## config.mk

```make
export PLATFORM = sky130hd
export DESIGN_NAME = fqd_decoder
export DESIGN_NICKNAME = d
export VERILOG_FILES = /design/src/rtl/fqd_pkg.sv /design/src/rtl/fqd_decoder.sv
export SDC_FILE = /design/constraint.sdc
export NUM_CORES = 1
export LEC_CHECK = 0
export BUFFER_PORTS_ARGS = -buffer_cell sky130_fd_sc_hd__buf_2
export CORE_UTILIZATION = 35
export DETAILED_ROUTE_END_ITERATION = 10
export PLACE_DENSITY_LB_ADDON = 0.2
export SLEW_MARGIN = 40
export SYNTH_ARGS = -nofsm -noshare
export SYNTH_HDL_FRONTEND = slang
export SYNTH_SLANG_ARGS = --single-unit
```

## constraint.sdc

```tcl
create_clock -name pclk -period 2.9 [get_ports pclk]
set_input_delay 0.58 -clock pclk [delete_from_list [all_inputs] [get_ports pclk]]
set_output_delay 0.58 -clock pclk [all_outputs]
set_load 0.02 [all_outputs]
```

## src/rtl/fqd_pkg.sv

```systemverilog
// package for the feature query command decoder: offsets, fields, codes, types
package fqd_pkg;
   // ==================================================================
   // register offsets (byte addresses)
   localparam logic [11:0] OFF_CTRL = 12'h000;
   localparam logic [11:0] OFF_STATUS = 12'h004;
   localparam logic [11:0] OFF_CDW10 = 12'h008;
   localparam logic [11:0] OFF_CDW11 = 12'h00c;
   localparam logic [11:0] OFF_CDW14 = 12'h010;
   localparam logic [11:0] OFF_PTR0 = 12'h014;
   localparam logic [11:0] OFF_PTR1 = 12'h018;
   localparam logic [11:0] OFF_PTR2 = 12'h01c;
   localparam logic [11:0] OFF_PTR3 = 12'h020;
   localparam logic [11:0] OFF_FEAT_CFG = 12'h024;
   localparam logic [11:0] OFF_CPL_DW0 = 12'h028;
   localparam logic [11:0] OFF_CPL_STS = 12'h02c;
   localparam logic [11:0] OFF_CPL_PTR0 = 12'h030;
   localparam logic [11:0] OFF_CPL_PTR1 = 12'h034;
   localparam logic [11:0] OFF_CPL_PTR2 = 12'h038;
   localparam logic [11:0] OFF_CPL_PTR3 = 12'h03c;
   localparam logic [11:0] OFF_CPL_UUID = 12'h040;
   localparam logic [11:0] OFF_INT_STATUS = 12'h044;
   localparam logic [11:0] OFF_INT_MASK = 12'h048;
   localparam logic [11:0] OFF_IDENT = 12'h04c;
   localparam logic [11:0] OFF_DL_CMD = 12'h050;
   // ==================================================================
   // control register bits
   localparam int CTRL_GO_QUERY = 0;
   localparam int CTRL_GO_DL = 1;
   localparam int CTRL_DL_OVERLAP = 2;
   localparam int CTRL_DL_GRAN = 3;
   localparam int CTRL_SEL_SUPPORT = 4;
   localparam logic [31:0] CTRL_RESET = 32'h0000_0010;
   // command dword 10 fields
   localparam int SEL_LSB = 8;
   localparam int FID_LSB = 0;
   // command dword 14 uuid index field width
   localparam int UUID_W = 7;
   // feature configuration register bits
   localparam int FC_SAVEABLE = 0;
   localparam int FC_PER_NS = 1;
   localparam int FC_CHANGEABLE = 2;
   localparam int FC_HAS_SAVED = 3;
   localparam int FC_UUID_OK = 4;
   localparam int FC_USES_DATA = 5;
   localparam int FC_USES_DW11 = 6;
   localparam logic [31:0] FEAT_CFG_RESET = 32'h0000_0000;
   // identify: optional command support bit advertising select
   localparam int IDENT_SEL_BIT = 4;
   // interrupt status bits
   localparam int INT_QUERY_DONE = 0;
   localparam int INT_DL_DONE = 1;
   localparam int INT_ERROR = 2;
   localparam logic [2:0] INT_RESET = 3'h0;
   // ==================================================================
   // status codes: {type[2:0], code[7:0]}
   localparam logic [10:0] ST_SUCCESS = 11'h000;
   localparam logic [10:0] ST_INVALID_FIELD = 11'h002;
   localparam logic [10:0] ST_OVERLAP_RANGE = 11'h114;
   // select codes
   typedef enum logic [2:0] {
      SEL_CURRENT = 3'b000,
      SEL_DEFAULT = 3'b001,
      SEL_SAVED = 3'b010,
      SEL_CAPS = 3'b011
   } fqd_sel_t;
   // decoded command travels as one bundle
   typedef struct packed {
      logic [127:0] buf_ptr;
      logic [31:0] dw0;
      logic [10:0] status;
      logic [UUID_W-1:0] uuid;
      logic [2:0] sel_used;
   } fqd_cpl_t;
   // decoder state
   typedef enum logic [1:0] {
      ST_IDLE = 2'b00,
      ST_DECODE = 2'b01,
      ST_POST = 2'b10
   } fqd_state_t;
endpackage

```

## src/rtl/fqd_decoder.sv

```systemverilog
// feature query command decoder with apb register access
//
// What this block does
// RULE1 - a finished image download posts a completion entry to the admin completion queue.
// RULE2 - an image download whose pieces overlap completes with command specific status 14h.
// RULE3 - the same overlap status may flag pieces that break advertised granularity/alignment.
// RULE4 - the query takes operands from the data pointer, dword 10 and dword 14 only.
// RULE5 - dword 11 is read only when the selected feature uses it, otherwise treated reserved.
// RULE6 - the buffer start comes from the 128-bit pointer and is ignored if no data moves.
// RULE7 - select in dword 10 bits 10:08 picks current, default, saved or capabilities.
// RULE8 - bit 4 of the optional command support identify field advertises select support.
// RULE9 - saved select on a feature without saved value behaves as default select.
// RULE10 - the feature identifier is dword 10 bits 07:00.
// RULE11 - with uuid selection supported for the feature, dword 14 carries a uuid index.
// RULE12 - without uuid selection support, dword 14 is not read as a uuid index.
// RULE13 - capabilities select returns dword 0 with saveable, per namespace, changeable bits.
// RULE14 - the uuid index sits in dword 14 bits 06:00, upper bits reserved.
// RULE15 - a reserved select code aborts the query with invalid field status.
//
// The implementer's own choices: the address map and the APB register port.
`timescale 1ns/1ps
`default_nettype none
module fqd_decoder #(
   parameter int ADDR_W = 12
) (
   // clock and reset
   input wire logic pclk,
   input wire logic presetn,
   // apb slave
   input wire logic psel,
   input wire logic penable,
   input wire logic pwrite,
   input wire logic [ADDR_W-1:0] paddr,
   input wire logic [31:0] pwdata,
   output logic [31:0] prdata,
   output logic pready,
   output logic pslverr,
   // completion posting towards the admin completion queue
   output logic cpl_valid,
   output logic cpl_is_download,
   output logic [10:0] cpl_status,
   output logic [31:0] cpl_dw0,
   // interrupt
   output logic irq
);
   // ==================================================================
   // register storage
   logic [31:0] ctrl;
   logic [31:0] cdw10;
   logic [31:0] cdw11;
   logic [31:0] cdw14;
   logic [127:0] buf_pointer;
   logic [31:0] feat_cfg;
   logic [31:0] dl_cmd;
   logic [2:0] int_status;
   logic [2:0] int_mask;
   fqd_pkg::fqd_cpl_t cpl;
   fqd_pkg::fqd_state_t state;
   logic [7:0] feature_identifier;
   logic busy;
   logic go_query;
   logic go_dl;
   logic query_done;
   logic dl_done;
   logic err_evt;
   logic [31:0] next_prdata;
   logic known;
   fqd_pkg::fqd_cpl_t next_cpl;

   // apb access strobes: every access completes in its access cycle
   logic wr_en;
   logic rd_en;
   assign wr_en = psel && penable && pwrite;
   assign rd_en = psel && penable && !pwrite;

   function automatic logic hit(input logic [ADDR_W-1:0] a, input logic [11:0] off);
      hit = (a == ADDR_W'(off));
   endfunction

   // ==================================================================
   // software-written registers; command writes ignored while busy
   always_ff @(posedge pclk or negedge presetn) begin
      if (!presetn) begin
         ctrl <= fqd_pkg::CTRL_RESET;
         cdw10 <= 32'h0000_0000;
         cdw11 <= 32'h0000_0000;
         cdw14 <= 32'h0000_0000;
         buf_pointer <= 128'h0;
         feat_cfg <= fqd_pkg::FEAT_CFG_RESET;
         dl_cmd <= 32'h0000_0000;
         int_mask <= 3'h0;
      end else if (wr_en) begin
         if (hit(paddr, fqd_pkg::OFF_CTRL)) ctrl <= pwdata;
         if (hit(paddr, fqd_pkg::OFF_CDW10) && !busy) cdw10 <= pwdata;
         if (hit(paddr, fqd_pkg::OFF_CDW11) && !busy) cdw11 <= pwdata;
         if (hit(paddr, fqd_pkg::OFF_CDW14) && !busy) cdw14 <= pwdata;
         if (hit(paddr, fqd_pkg::OFF_PTR0) && !busy) buf_pointer[31:0] <= pwdata;
         if (hit(paddr, fqd_pkg::OFF_PTR1) && !busy) buf_pointer[63:32] <= pwdata;
         if (hit(paddr, fqd_pkg::OFF_PTR2) && !busy) buf_pointer[95:64] <= pwdata;
         if (hit(paddr, fqd_pkg::OFF_PTR3) && !busy) buf_pointer[127:96] <= pwdata;
         if (hit(paddr, fqd_pkg::OFF_FEAT_CFG)) feat_cfg <= pwdata;
         if (hit(paddr, fqd_pkg::OFF_DL_CMD)) dl_cmd <= pwdata;
         if (hit(paddr, fqd_pkg::OFF_INT_MASK)) int_mask <= pwdata[2:0];
      end
   end

   // go bits in ctrl act as one-shot starts (self-clearing is not needed: edge on write)
   assign go_query = wr_en && hit(paddr, fqd_pkg::OFF_CTRL) && pwdata[fqd_pkg::CTRL_GO_QUERY]
                     && !busy;
   assign go_dl = wr_en && hit(paddr, fqd_pkg::OFF_CTRL) && pwdata[fqd_pkg::CTRL_GO_DL]
                  && !busy && !go_query;
   assign busy = (state != fqd_pkg::ST_IDLE);

   // ==================================================================
   // command decode, combinational from the latched dwords
   always_comb begin
      logic [2:0] sel;
      sel = cdw10[fqd_pkg::SEL_LSB +: 3];
      next_cpl = '0;
      // only pointer, dword 10 and dword 14 are operands; dword 11 only if feature uses it
      next_cpl.buf_ptr = feat_cfg[fqd_pkg::FC_USES_DATA] ? buf_pointer : 128'h0; // RULE4 RULE6
      next_cpl.uuid = feat_cfg[fqd_pkg::FC_UUID_OK] ?
                      cdw14[fqd_pkg::UUID_W-1:0] : '0; // RULE11 RULE12 RULE14
      next_cpl.status = fqd_pkg::ST_SUCCESS;
      next_cpl.sel_used = sel;
      if (!ctrl[fqd_pkg::CTRL_SEL_SUPPORT]) begin
         next_cpl.sel_used = 3'(fqd_pkg::SEL_CURRENT);
      end
      case (next_cpl.sel_used) // RULE7
         3'(fqd_pkg::SEL_CURRENT): begin
            next_cpl.dw0 = feat_cfg[fqd_pkg::FC_USES_DW11] ? cdw11 : 32'h0; // RULE5
         end
         3'(fqd_pkg::SEL_DEFAULT): begin
            next_cpl.dw0 = 32'h0;
         end
         3'(fqd_pkg::SEL_SAVED): begin
            // no saved value or not saveable: act as default
            if (!feat_cfg[fqd_pkg::FC_SAVEABLE] || !feat_cfg[fqd_pkg::FC_HAS_SAVED]) begin
               next_cpl.sel_used = 3'(fqd_pkg::SEL_DEFAULT); // RULE9
            end
            next_cpl.dw0 = 32'h0;
         end
         3'(fqd_pkg::SEL_CAPS): begin
            next_cpl.dw0 = {29'h0, feat_cfg[fqd_pkg::FC_CHANGEABLE],
                            feat_cfg[fqd_pkg::FC_PER_NS],
                            feat_cfg[fqd_pkg::FC_SAVEABLE]}; // RULE13
         end
         default: begin
            next_cpl.dw0 = 32'h0;
            next_cpl.status = fqd_pkg::ST_INVALID_FIELD; // RULE15
            next_cpl.buf_ptr = 128'h0;
         end
      endcase
   end

   // ==================================================================
   // sequencer: idle -> decode -> post for a query, idle -> post for a download, one cycle each
   always_ff @(posedge pclk or negedge presetn) begin
      if (!presetn) begin
         state <= fqd_pkg::ST_IDLE;
         cpl <= '0;
         feature_identifier <= 8'h00;
         cpl_valid <= 1'b0;
         cpl_is_download <= 1'b0;
         cpl_status <= 11'h000;
         cpl_dw0 <= 32'h0000_0000;
      end else begin
         cpl_valid <= 1'b0;
         case (state)
            fqd_pkg::ST_IDLE: begin
               if (go_query) begin
                  state <= fqd_pkg::ST_DECODE;
                  cpl_is_download <= 1'b0;
               end else if (go_dl) begin
                  // overlap or granularity break both report code 14h; the flags are taken
                  // from the go write itself, since the stored copy lands on this same edge
                  cpl <= '0;
                  cpl.status <= (pwdata[fqd_pkg::CTRL_DL_OVERLAP] ||
                                 pwdata[fqd_pkg::CTRL_DL_GRAN]) ?
                                fqd_pkg::ST_OVERLAP_RANGE : fqd_pkg::ST_SUCCESS; // RULE2 RULE3
                  cpl_is_download <= 1'b1;
                  state <= fqd_pkg::ST_POST;
               end
            end
            fqd_pkg::ST_DECODE: begin
               cpl <= next_cpl;
               feature_identifier <= cdw10[fqd_pkg::FID_LSB +: 8]; // RULE10
               state <= fqd_pkg::ST_POST;
            end
            fqd_pkg::ST_POST: begin
               cpl_valid <= 1'b1; // RULE1
               cpl_status <= cpl.status;
               cpl_dw0 <= cpl.dw0;
               state <= fqd_pkg::ST_IDLE;
            end
            default: state <= fqd_pkg::ST_IDLE;
         endcase
      end
   end

   // ==================================================================
   // sticky interrupt status; set wins over write-one-to-clear
   assign query_done = (state == fqd_pkg::ST_POST) && !cpl_is_download;
   assign dl_done = (state == fqd_pkg::ST_POST) && cpl_is_download;
   assign err_evt = (state == fqd_pkg::ST_POST) && (cpl.status != fqd_pkg::ST_SUCCESS);
   always_ff @(posedge pclk or negedge presetn) begin
      if (!presetn) begin
         int_status <= fqd_pkg::INT_RESET;
      end else begin
         int_status <= (int_status & ~((wr_en && hit(paddr, fqd_pkg::OFF_INT_STATUS)) ?
                        pwdata[2:0] : 3'h0)) | {err_evt, dl_done, query_done};
      end
   end

   always_ff @(posedge pclk or negedge presetn) begin
      if (!presetn) irq <= 1'b0;
      else irq <= |(int_status & int_mask);
   end

   // ==================================================================
   // read mux; unmapped addresses read zero with pslverr
   always_comb begin
      next_prdata = 32'h0;
      known = 1'b1;
      if (hit(paddr, fqd_pkg::OFF_CTRL)) next_prdata = ctrl;
      else if (hit(paddr, fqd_pkg::OFF_STATUS)) next_prdata = {31'h0, busy};
      else if (hit(paddr, fqd_pkg::OFF_CDW10)) next_prdata = cdw10;
      else if (hit(paddr, fqd_pkg::OFF_CDW11)) next_prdata = cdw11;
      else if (hit(paddr, fqd_pkg::OFF_CDW14)) next_prdata = cdw14;
      else if (hit(paddr, fqd_pkg::OFF_PTR0)) next_prdata = buf_pointer[31:0];
      else if (hit(paddr, fqd_pkg::OFF_PTR1)) next_prdata = buf_pointer[63:32];
      else if (hit(paddr, fqd_pkg::OFF_PTR2)) next_prdata = buf_pointer[95:64];
      else if (hit(paddr, fqd_pkg::OFF_PTR3)) next_prdata = buf_pointer[127:96];
      else if (hit(paddr, fqd_pkg::OFF_FEAT_CFG)) next_prdata = feat_cfg;
      else if (hit(paddr, fqd_pkg::OFF_CPL_DW0)) next_prdata = cpl.dw0;
      else if (hit(paddr, fqd_pkg::OFF_CPL_STS)) begin
         next_prdata = {8'h0, feature_identifier, 2'h0, cpl.sel_used, cpl.status}; // RULE10
      end
      else if (hit(paddr, fqd_pkg::OFF_CPL_PTR0)) next_prdata = cpl.buf_ptr[31:0];
      else if (hit(paddr, fqd_pkg::OFF_CPL_PTR1)) next_prdata = cpl.buf_ptr[63:32];
      else if (hit(paddr, fqd_pkg::OFF_CPL_PTR2)) next_prdata = cpl.buf_ptr[95:64];
      else if (hit(paddr, fqd_pkg::OFF_CPL_PTR3)) next_prdata = cpl.buf_ptr[127:96];
      else if (hit(paddr, fqd_pkg::OFF_CPL_UUID)) next_prdata = {25'h0, cpl.uuid};
      else if (hit(paddr, fqd_pkg::OFF_INT_STATUS)) next_prdata = {29'h0, int_status};
      else if (hit(paddr, fqd_pkg::OFF_INT_MASK)) next_prdata = {29'h0, int_mask};
      else if (hit(paddr, fqd_pkg::OFF_IDENT)) begin
         next_prdata[fqd_pkg::IDENT_SEL_BIT] = ctrl[fqd_pkg::CTRL_SEL_SUPPORT]; // RULE8
      end
      else if (hit(paddr, fqd_pkg::OFF_DL_CMD)) next_prdata = dl_cmd;
      else known = 1'b0;
   end

   // apb answer registered: pready rises with the first cycle of the access phase
   always_ff @(posedge pclk or negedge presetn) begin
      if (!presetn) begin
         prdata <= 32'h0000_0000;
         pready <= 1'b0;
         pslverr <= 1'b0;
      end else begin
         pready <= psel && !penable;
         pslverr <= psel && !penable && !known;
         if (rd_en || (psel && !penable && !pwrite)) prdata <= next_prdata;
      end
   end
endmodule
`default_nettype wire

```

Word-level counts from Yosys, hierarchy flattened
Index checks and enable logic that the tools add are counted.
{"block": "totals", "mem_bits_ro": 0, "output_inout_bits": 80, "regBits": 597, "input_bits": 49, "latch_bits": 0, "elab_cells": 179, "ramBits": 0, "memories": 0}
{"block": "classes", "reduce_logical": 56, "n_div": 0, "n_lt_le_gt_ge": 0, "shift": 0, "n_mux": 64, "mul": 0, "n_eq_ne": 28, "add_sub_neg": 0, "bitwise": 4}
{"operator": "$mux 32", "count": 21}
{"operator": "$mux 181", "count": 2}
{"operator": "$pmux 181 s2", "count": 1}
{"operator": "$mux 128", "count": 2}
{"operator": "$eq 12x6->1 const B", "count": 8}
{"operator": "$pmux 32 s2", "count": 1}
{"operator": "$eq 12x7->1 const B", "count": 5}
{"operator": "$eq 12x5->1 const B", "count": 4}
{"operator": "$mux 27", "count": 1}
{"operator": "$mux 1", "count": 25}
{"operator": "$eq 12x4->1 const B", "count": 2}
{"operator": "$reduce_and 2->1", "count": 12}
{"operator": "$logic_and 1x1->1", "count": 23}
{"operator": "$eq 12x3->1 const B", "count": 1}
{"operator": "$logic_not 12->1", "count": 1}
{"operator": "$mux 3", "count": 4}
{"operator": "$reduce_bool 11->1", "count": 1}
{"operator": "$mux 9", "count": 1}
{"operator": "$logic_not 1->1", "count": 8}
{"operator": "$mux 7", "count": 1}
{"operator": "$and 3x3->3", "count": 2}
{"operator": "$eq 3x2->1 const B", "count": 2}
{"operator": "$mux 2", "count": 3}
{"operator": "$reduce_bool 2->1", "count": 3}
{"operator": "15 further kinds", "count": 18}

Depth between registers and ports, before layout
Gate-level depths: netlist of run 1.
{"block": "logic_depth", "ltp_word": 24, "mapped_depth": 11, "depth_no_buf": 6}

Worst setup path before layout of run 1
Ideal clock, no wire load.
{"block": "synth_path", "path_kind": "in2reg", "startpoint": "input paddr[4]", "endpoint": "register cdw14[10]", "setup_ns": 0.125, "path_slack_ns": 0.413, "t_arrival_ns": 2.363, "path_buffers": 3, "cell_stages": 8, "required_time_ns": 2.775, "cell_sequence": "buf_2 or4b_1 buf_2 nor2_4 nand2_1 nor2_2 buf_4 mux2_2"}
{"block": "synth_via", "elab_chain_cells": 3}
{"element": "start: declaration", "line": "fqd_decoder.sv:33", "text": "input wire logic [ADDR_W-1:0] paddr,"}
{"element": "$eq 12x5->1", "line": "fqd_decoder.sv:77", "text": "hit = (a == ADDR_W'(off));"}
{"element": "$logic_and 1x1->1", "line": "fqd_decoder.sv:96", "text": "if (hit(paddr, fqd_pkg::OFF_CDW14) && !busy) cdw14 <= pwdata;"}
{"element": "$reduce_and 2->1 (no source line)"}
{"element": "end signal: assignment", "line": "fqd_decoder.sv:96"}
{"element": "end: declaration", "line": "fqd_decoder.sv:51", "text": "logic [31:0] cdw14;"}
Every way passes these cells.
A chain may end at the register's enable or synchronous reset.

Worst setup path after layout of run 1
{"block": "layout_path", "startpoint": "input paddr[2]", "endpoint": "register prdata[21]"}
{"block": "layout_via", "elab_chain_cells": 22, "word_cells_on_any_way": 42, "cone_classes": "20 x eq/ne; 21 x mux; 1 x reduce/logical"}
{"element": "$eq 12x7->1", "line": "fqd_decoder.sv:77"}
{"element": "$mux 32", "line": "fqd_decoder.sv:249", "text": "else if (hit(paddr, fqd_pkg::OFF_DL_CMD)) next_prdata = dl_cmd;"}
{"element": "$mux 27", "line": "fqd_decoder.sv:246", "text": "else if (hit(paddr, fqd_pkg::OFF_IDENT)) begin"}
{"element": "$mux 32", "line": "fqd_decoder.sv:245", "text": "else if (hit(paddr, fqd_pkg::OFF_INT_MASK)) next_prdata = {29'h0, int_mask};"}
{"element": "$mux 32", "line": "fqd_decoder.sv:244", "text": "else if (hit(paddr, fqd_pkg::OFF_INT_STATUS)) next_prdata = {29'h0, int_status};"}
{"element": "$mux 32", "line": "fqd_decoder.sv:243", "text": "else if (hit(paddr, fqd_pkg::OFF_CPL_UUID)) next_prdata = {25'h0, cpl.uuid};"}
{"element": "$mux 32", "line": "fqd_decoder.sv:242", "text": "else if (hit(paddr, fqd_pkg::OFF_CPL_PTR3)) next_prdata = cpl.buf_ptr[127:96];"}
{"element": "$mux 32", "line": "fqd_decoder.sv:241", "text": "else if (hit(paddr, fqd_pkg::OFF_CPL_PTR2)) next_prdata = cpl.buf_ptr[95:64];"}
{"element": "[... 6 more ...]"}
{"element": "$mux 32", "line": "fqd_decoder.sv:232", "text": "else if (hit(paddr, fqd_pkg::OFF_PTR2)) next_prdata = buf_pointer[95:64];"}
{"element": "$mux 32", "line": "fqd_decoder.sv:231", "text": "else if (hit(paddr, fqd_pkg::OFF_PTR1)) next_prdata = buf_pointer[63:32];"}
{"element": "$mux 32", "line": "fqd_decoder.sv:230", "text": "else if (hit(paddr, fqd_pkg::OFF_PTR0)) next_prdata = buf_pointer[31:0];"}
{"element": "$mux 32", "line": "fqd_decoder.sv:229", "text": "else if (hit(paddr, fqd_pkg::OFF_CDW14)) next_prdata = cdw14;"}
{"element": "$mux 32", "line": "fqd_decoder.sv:228", "text": "else if (hit(paddr, fqd_pkg::OFF_CDW11)) next_prdata = cdw11;"}
{"element": "$mux 32", "line": "fqd_decoder.sv:227", "text": "else if (hit(paddr, fqd_pkg::OFF_CDW10)) next_prdata = cdw10;"}
{"element": "$mux 32", "line": "fqd_decoder.sv:226", "text": "else if (hit(paddr, fqd_pkg::OFF_STATUS)) next_prdata = {31'h0, busy};"}
{"element": "$mux 32 (*)", "line": "fqd_decoder.sv:225", "text": "if (hit(paddr, fqd_pkg::OFF_CTRL)) next_prdata = ctrl;"}
{"element": "end signal: assignment", "line": "fqd_decoder.sv:262", "text": "if (rd_en || (psel && !penable && !pwrite)) prdata <= next_prdata;"}
{"element": "end: declaration", "line": "fqd_decoder.sv:35", "text": "output logic [31:0] prdata,"}
Every way passes the cells marked *; elsewhere a longest branch is shown, timed or not.

==> summary.md, run 1 <==
| Metric | Value |
|---|---|
| Clock share of power | `47.3%` |
| Switch share | `24.2%` |
| Chip Width | `278 um` |
| Total design power | `17.4 mW` |
| Hold Vio Cnt, Final | `0` |
| Mapped cell area | `26,700 um2` |
| Busiest grt layer | `met2` |
| Post-CTS setup buffers | `0` |
| Starting density of the core | `35.6%` |
| Clock sinks | `579` |
| DRC viols | `0` |
| Critical Path Fanout Max | `24` |
| RSZ-0062 raised after global routing | `false` |
| Main flop type after synthesis | `dfrtp_1` |
| Final setup vio count | `0` |
| Cell Pwr Density | `545 nW/um2` |
| Sequential cell area | `14,500 um2` |
| Pin count of the biggest net entering global routing | `80` |
| CP max stage delay | `630 ps` |
| Row cnt | `100` |
| Required @ worst endpoint | `3360 ps` |
| Drt first pass iters | `7` |
| Gp weighted congestion | `0.965` |
| GRT Overall Usage | `27.8%` |
| GRT Residual Overflow | `0` |
| Critical path capture point type | `register` |
| Dpl cells | `3,394` |
| Worst min-delay path class | `input port to register` |
| NetSw | `4.22 mW` |
| VDD IR max | `0.421 mV` |
| Logic pwr share | `6.0%` |
| Int Pwr | `13.2 mW` |
| Unique masters post-synth | `84` |
| Synth warnings | `0` |
| Routed Antenna Nets | `0` |
| Async SR Flop Fraction | `100%` |
| Final Non-Filler Cells | `3,507` |
| CTS resizes | `0` |
| Clock Tree Root | `clkbuf_16` |
| Htree depth | `3` |
| Port buffer count | `121` |
| DR iter-0 viols | `2,448` |
| Worst-Margin Slew | `771 ps` |
| Crit path buffers/inverters | `3` |
| Maximum clock insertion buffer count | `3` |
| Sequential share of the synthesized area | `54.3%` |
| FMAX | `408 MHz` |
| Status | `completed` |
| Final clock skew | `26.6 ps` |
| Synth top area share | `54.2%` |
| Max-cap check violation count | `0` |
| Slew Limit Fails | `0` |
| Antenna diode instance count | `0` |
| Mean post-synth cell area | `11.7 um2` |
| Core box area | `74,900 um2` |
| CP max stage cell | `a2111oi_0` |
| Fill count | `6,968` |
| Critical path type | `input port to register` |
| Die area | `77,400 um2` |
| Dpl hpwl | `72.5 mm` |
| Startpoint types | `input port` |
| TritonCTS clock tree | `yes` |
| Layout cell share with drive strength beyond 1 | `32.8%` |
| Top cells by area, synth | `dfrtp_1 54%, mux2_2 15%, a22o_1 5.4%, nand2_1 3.0%, a21oi_1 2.7%` |
| Nets@finish | `2,543` |
| Drt via density | `6.13` |
| Num ports | `129` |
| Final core occ | `42.7%` |
| Multi-input logic area | `11,400 um2` |
| Critical Path AT | `2920 ps` |
| CTS Hold Bufs | `1` |
| Final wirelength | `107 mm` |
| Drt wl/cell | `30.6 um` |
| Tmin final | `2450 ps` |
| TNS Setup | `0 ps` |
| Register bit total from synthesis | `579` |
| First-pass GRT wire length | `157 mm` |
| Worst-Skew Late Latency | `620 ps` |
| Initial antenna violation count | `2` |
| Fin crit share | `84.6%` |
| Commonest non-fill, non-tap cells in the layout | `578 x dfrtp_1, 347 x mux2_2, 211 x nand2_1` |
| Vias in the first global route | `21,300` |
| Worst path most repeated cell | `buf_4` |
| GR Util met3 | `5.27%` |
| Commonest non-fill, non-tap cell in the layout | `dfrtp_1` |
| Slew headroom | `47.3%` |
| Biggest area consumer among synthesized cells | `dfrtp_1` |
| Critical path's top delay family | `compound AO/OA/AOI/OAI gates` |
| Post-synth EDFFs | `0` |
| Worst-path cell chain | `buf_6 > nand2b_1 > buf_4 > nor2_1 > buf_4 > a21oi_1 > nor3_1 > a2111oi_0 > o21ai_0` |
| Via count | `21,500` |
| Reg clk slew, reported paths | `60 ps` |
| Die H | `278 um` |
| Static Leak | `15.3 nW` |
| Num CTS Buffers | `66` |
| GR Util met2 | `42.4%` |
| Reg power frac | `46.7%` |
| Cells after Synth | `2,276` |
| Layout area overhead | `19.8%` |
| Met1 Use GR | `39.2%` |
Yosys cell counts (28+ instances only):
master / count
clkbuf_1: 74
buf_2: 78
a22oi_1: 29
dfrtp_1: 578
a22o_1: 166
a221oi_1: 44
buf_4: 28
a21oi_1: 146
mux2_2: 347
o21ai_0: 121
nor2_1: 86
nand2_1: 213
per-layer routing:
layer | share of wire, % | wire length, um
met2 | 45 | 48600
met4 | 3.4 | 3610
met5 | 0.0093 | 10
met1 | 43 | 46300
met3 | 8.3 | 8930
path summary, 6_finish.rpt:
kind / start / to / slack (ps) / depth (start not counted)
min in group asynchronous: presetn / cpl[116]$_DFFE_PN0P_ / 600 / 2
setup reg to reg: cdw11[21]$_DFFE_PN0P_ / prdata[21]$_DFFE_PN0P_ / 520 / 6
max in group asynchronous: presetn / cpl[75]$_DFFE_PN0P_ / 1380 / 3
setup / recovery: paddr[2] / prdata[21]$_DFFE_PN0P_ / 450 / 9
hold / removal: penable / pready$_DFF_PN0_ / 130 / 2
hold reg to reg: cpl_dw0[8]$_DFFE_PN0P_ / cpl_dw0[8]$_DFFE_PN0P_ / 470 / 2
worst register-to-register path, stage by stage, from the launching register on:
cell	delay (ps)
dfrtp_1	440
or4bb_1	500
a31oi_1	250
or4_1	150
a31oi_1	40
a2111oi_0	680
o21ai_0	170
state kept, by name, indices dropped and copies added, names as in the netlist, 3 cells and up:
signal              cells
prdata                 32
ctrl                   32
cdw10                  32
buf_pointer           128
dl_cmd                 32
cpl_dw0                32
feature_identifier      8
cdw14                  32
int_mask                3
feat_cfg               32
cpl                   172
int_status              3
cdw11                  32
power by group through the flow:
stage / Clock, mW / Combinational (mW) / Sequential [mW]
after floorplan: 0 / 0.364 / 8.30
after global placement: 0 / 1.02 / 8.28
after detailed placement: 0 / 1.02 / 8.28
after CTS: 8.38 / 1.03 / 8.14
after global routing: 8.69 / 1.10 / 8.13
final: 8.25 / 1.04 / 8.14
logic make-up (layout without fill, tap and decap cells):
| logic type | after synthesis | after routing | share of synthesized area [%] |
|---|---|---|---|
| AOI/OAI and AO/OA | 668 | 668 | 17.6 |
| and+or+nand+nor | 447 | 447 | 8.29 |
| other | 1 | 7 | 0.0141 |
| muxes | 380 | 380 | 16.1 |
| buffers and inverters | 201 | 457 | 3.64 |
| DFF | 579 | 579 | 54.3 |
through the flow:
step	instance area, um2	worst slack (ps)	hold slack [ps]
6_report	32000	448	132
2_1_floorplan	26700	413	284
5_1_grt	32000	348	144
3_5_place_dp	29900	-98.8	457
3_3_place_gp	29900	-142	453
4_1_cts	32000	551	117
layout make-up:
cell class | instances | area share, %
clock buffer | 98 | 6.08
inverter | 10 | 0.117
clock inverter | 14 | 0.419
tap | 969 | 3.79
timing repair buffer | 335 | 8.71
multi-input combinational | 1502 | 35.6
sequential | 579 | 45.3
Note: power is estimated with default switching activity, not from simulation.
==> run 2, diff against run 1 <==
- ABC_AREA: default -> 1
- clock period: 2.9 -> 2.5 ns (I/O delays scaled with it)
==> run 2 against run 1 <==
  * The run now ends with design-rule violations left
  * Worst hold slack got worse by 53 ps
  * Register-to-register slack got worse by 90 ps
  * Sequential cell count did not move
  * Sequential share of layout area fell by 0.22 points
  * Sequential power rose by 17%
  * Total power rose by 12%
  * Largest cell class unchanged
==> summary.md, run 2 <==
| Metric | Value |
|---|---|
| Status | `finished with violations` |
| Failing checks | `design-rule violations` |
| Final wirelength | `102 mm (-5.2%)` |
| Slew headroom | `49.4% (+2.1 points)` |
| Unique masters post-synth | `42 (-50%)` |
| Sequential share of the synthesized area | `55.7% (+1.4 points)` |
| Commonest non-fill, non-tap cell in the layout | `nand2_1` |
| Required @ worst endpoint | `3030 ps (-330 ps)` |
| Critical Path Fanout Max | `7 (-71%)` |
| VDD IR max | `0.608 mV (+44%)` |
| Pin count of the biggest net entering global routing | `96 (+20%)` |
| GRT Residual Overflow | `0 (unchanged)` |
| Final core occ | `43.9% (+1.2 points)` |
| Final clock skew | `22.0 ps (-4.60 ps)` |
| Max reg flops | `172 (unchanged)` |
| Gp weighted congestion | `0.961 (-0.41%)` |
| Maximum clock insertion buffer count | `3 (unchanged)` |
| Most frequent cell after synthesis | `nand2_1` |
| Total design power | `19.4 mW (+12%)` |
| Cell count of the worst hold path | `3 (+1)` |
| Pre-CTS WS | `-843 ps (-744 ps)` |
| Fin crit share | `95.9%` |
| Cell Pwr Density | `605 nW/um2 (+11%)` |
| Worst-Margin Slew | `759 ps (-12.2 ps)` |
| Clock Tree Root | `clkbuf_16` |
| Num ports | `129 (unchanged)` |
| Max-cap check violation count | `0 (unchanged)` |
| Htree depth | `2 (-1)` |
| Regs by FF count | `cpl: 172 flops, buf_pointer: 128 flops` |
| Row cnt | `99 (-1.0%)` |
| Largest reg by FF count | `cpl` |
| Vias in the first global route | `23,100 (+8.2%)` |
| Dpl cells | `4,216 (+24%)` |
| Via count | `23,300 (+8.4%)` |
| Hold Vio Cnt, Final | `0 (unchanged)` |
| Reg clk slew, reported paths | `60 ps (about the same)` |
| Static Leak | `15.3 nW (about the same)` |
| Worst min-delay path class | `input port to register` |
| TNS Setup | `0 ps (unchanged)` |
| Final setup vio count | `0 (unchanged)` |
| Critical path capture point type | `register` |
| Layout area overhead | `23.5%` |
| Port buffer count | `121 (unchanged)` |
| Worst-Skew Late Latency | `640 ps (+20 ps)` |
| Chip Width | `275 um (-1.2%)` |
| Top cells by area, synth | `dfrtp_1 56%, nand2_1 9.1%, o21ai_0 9.1%, inv_1 6.5%, o22ai_1 4.2%` |
| Num CTS Buffers | `61 (-7.6%)` |
| DRC viols | `5 (+5)` |
| Core box area | `73,200 um2 (-2.3%)` |
| Final setup margin | `102 ps (-346 ps)` |
| Mapped cell area | `26,000 um2 (-2.5%)` |
| Routed Antenna Nets | `0 (unchanged)` |
| Layout cell share with drive strength beyond 1 | `18.1% (-15 points)` |
| DR iter-0 viols | `2,552 (+4.2%)` |
| Dpl hpwl | `73.1 mm (+0.78%)` |
| Critical path type | `input port to register` |
| Biggest area consumer among synthesized cells | `dfrtp_1` |
| Cells after Synth | `3,034 (+33%)` |
| Final Non-Filler Cells | `4,341 (+24%)` |
| Register bit total from synthesis | `579 (unchanged)` |
| Commonest non-fill, non-tap cells in the layout | `622 x nand2_1, 578 x dfrtp_1, 471 x o21ai_0` |
| Slew Limit Fails | `0 (unchanged)` |
| TritonCTS clock tree | `yes` |
| Synth top area share | `55.6% (+1.4 points)` |
| Initial antenna violation count | `0 (-2)` |
| Startpoint types | `input port` |
| Critical Path AT | `2930 ps (about the same)` |
| Die area | `75,400 um2 (-2.5%)` |
| First-pass GRT wire length | `151 mm (-3.8%)` |
| Post-synth EDFFs | `0 (unchanged)` |
| Mean post-synth cell area | `8.58 um2 (-27%)` |
| Main flop type after synthesis | `dfrtp_1` |
| Drt wl/cell | `23.5 um (-23%)` |
| Async SR Flop Fraction | `100% (unchanged)` |
| FMAX | `417 MHz` |
| Nets@finish | `3,378 (+33%)` |
| Synth top cells by count | `634 x nand2_1, 578 x dfrtp_1, 471 x o21ai_0` |
| Drt first pass iters | `9 (+2)` |
| GRT Overall Usage | `27.0% (-0.82 points)` |
| Die H | `275 um (-1.2%)` |
| Starting density of the core | `35.5% (-0.063 points)` |
| Clock sinks | `579 (unchanged)` |
| Antenna diode instance count | `0 (unchanged)` |
| Drt via density | `5.37 (-12%)` |
| Tmin final | `2400 ps` |
| Synth warnings | `0 (unchanged)` |
| R2R depth | `11 (+5)` |
run 2: logic make-up after synthesis:
group	share of synthesized area, %
AOI/OAI and AO/OA	20.9
and+or+nand+nor	13.2
buffers and inverters	10.2
DFF	55.7
other	0.0144
run 2: layer usage:
metal	track usage, %	part of all wire, %
met1	36.8	43
met2	43.2	46
met3	3.06	6.4
met4	11.9	4.7
met5	0	0
run 2: worst max-delay path: stages:
cell and delay, ps:
buf_2 120, nor2_4 240, nand2_2 160, nor2_2 180, nand2_2 120, buf_12 170, buf_4 160, o22ai_1 180
a21oi_1 60, o21ai_1 120, o21ai_1 70, o21ai_1 110, o21ai_0 90, o21ai_1 290, nand2_2 150, a21oi_2 140
nor2_1 50
run 2: final timing paths:
path                                           startpoint  slack (ps)                   endpoint
min in group asynchronous                         presetn         360       cpl[164]$_DFFE_PN0P_
worst min-delay path                           pwdata[27]          80       ctrl[27]$_DFFE_PN0P_
worst max-delay path                             paddr[1]         100     prdata[26]$_DFFE_PN0P_
worst min register to register  cpl_status[1]$_DFFE_PN0P_         460  cpl_status[1]$_DFFE_PN0P_
worst max register to register        cpl[14]$_DFFE_PN0P_         430      prdata[8]$_DFFE_PN0P_
max in group asynchronous                         presetn        1230      cdw11[25]$_DFFE_PN0P_
run 2: timing repair:
item                                    4_1_cts  5_1_grt
endpoints found under the hold margin        28        0
endpoints found under the setup margin        3       37
hold buffers                                  1        0
setup buffers                                 2        8
pin swaps                                     3       11
resized for setup                             7       25
run 2: through the flow:
step / hold slack, ps / area, um2
2_1_floorplan: 204 / 26000
3_3_place_gp: 407 / 29900
3_5_place_dp: 411 / 29900
4_1_cts: 61.5 / 32000
5_1_grt: 108 / 32100
6_report: 78.9 / 32100
run 2: cell type report:
type | count | area, um2
clock buffers | 94 | 1830
inverters | 467 | 1770
fillers | 7280 | 41100
clock inverters | 22 | 164
repair buffers | 419 | 3590
well taps | 959 | 1200
multi-input cells | 1801 | 9080
flip-flops and latches | 579 | 14500
run 2: power breakdown:
part | switching [mW] | internal, mW
combinational | 0.600 | 0.203
clock | 3.99 | 5.14
sequential | 0.0541 | 9.44
total | 4.64 | 14.8
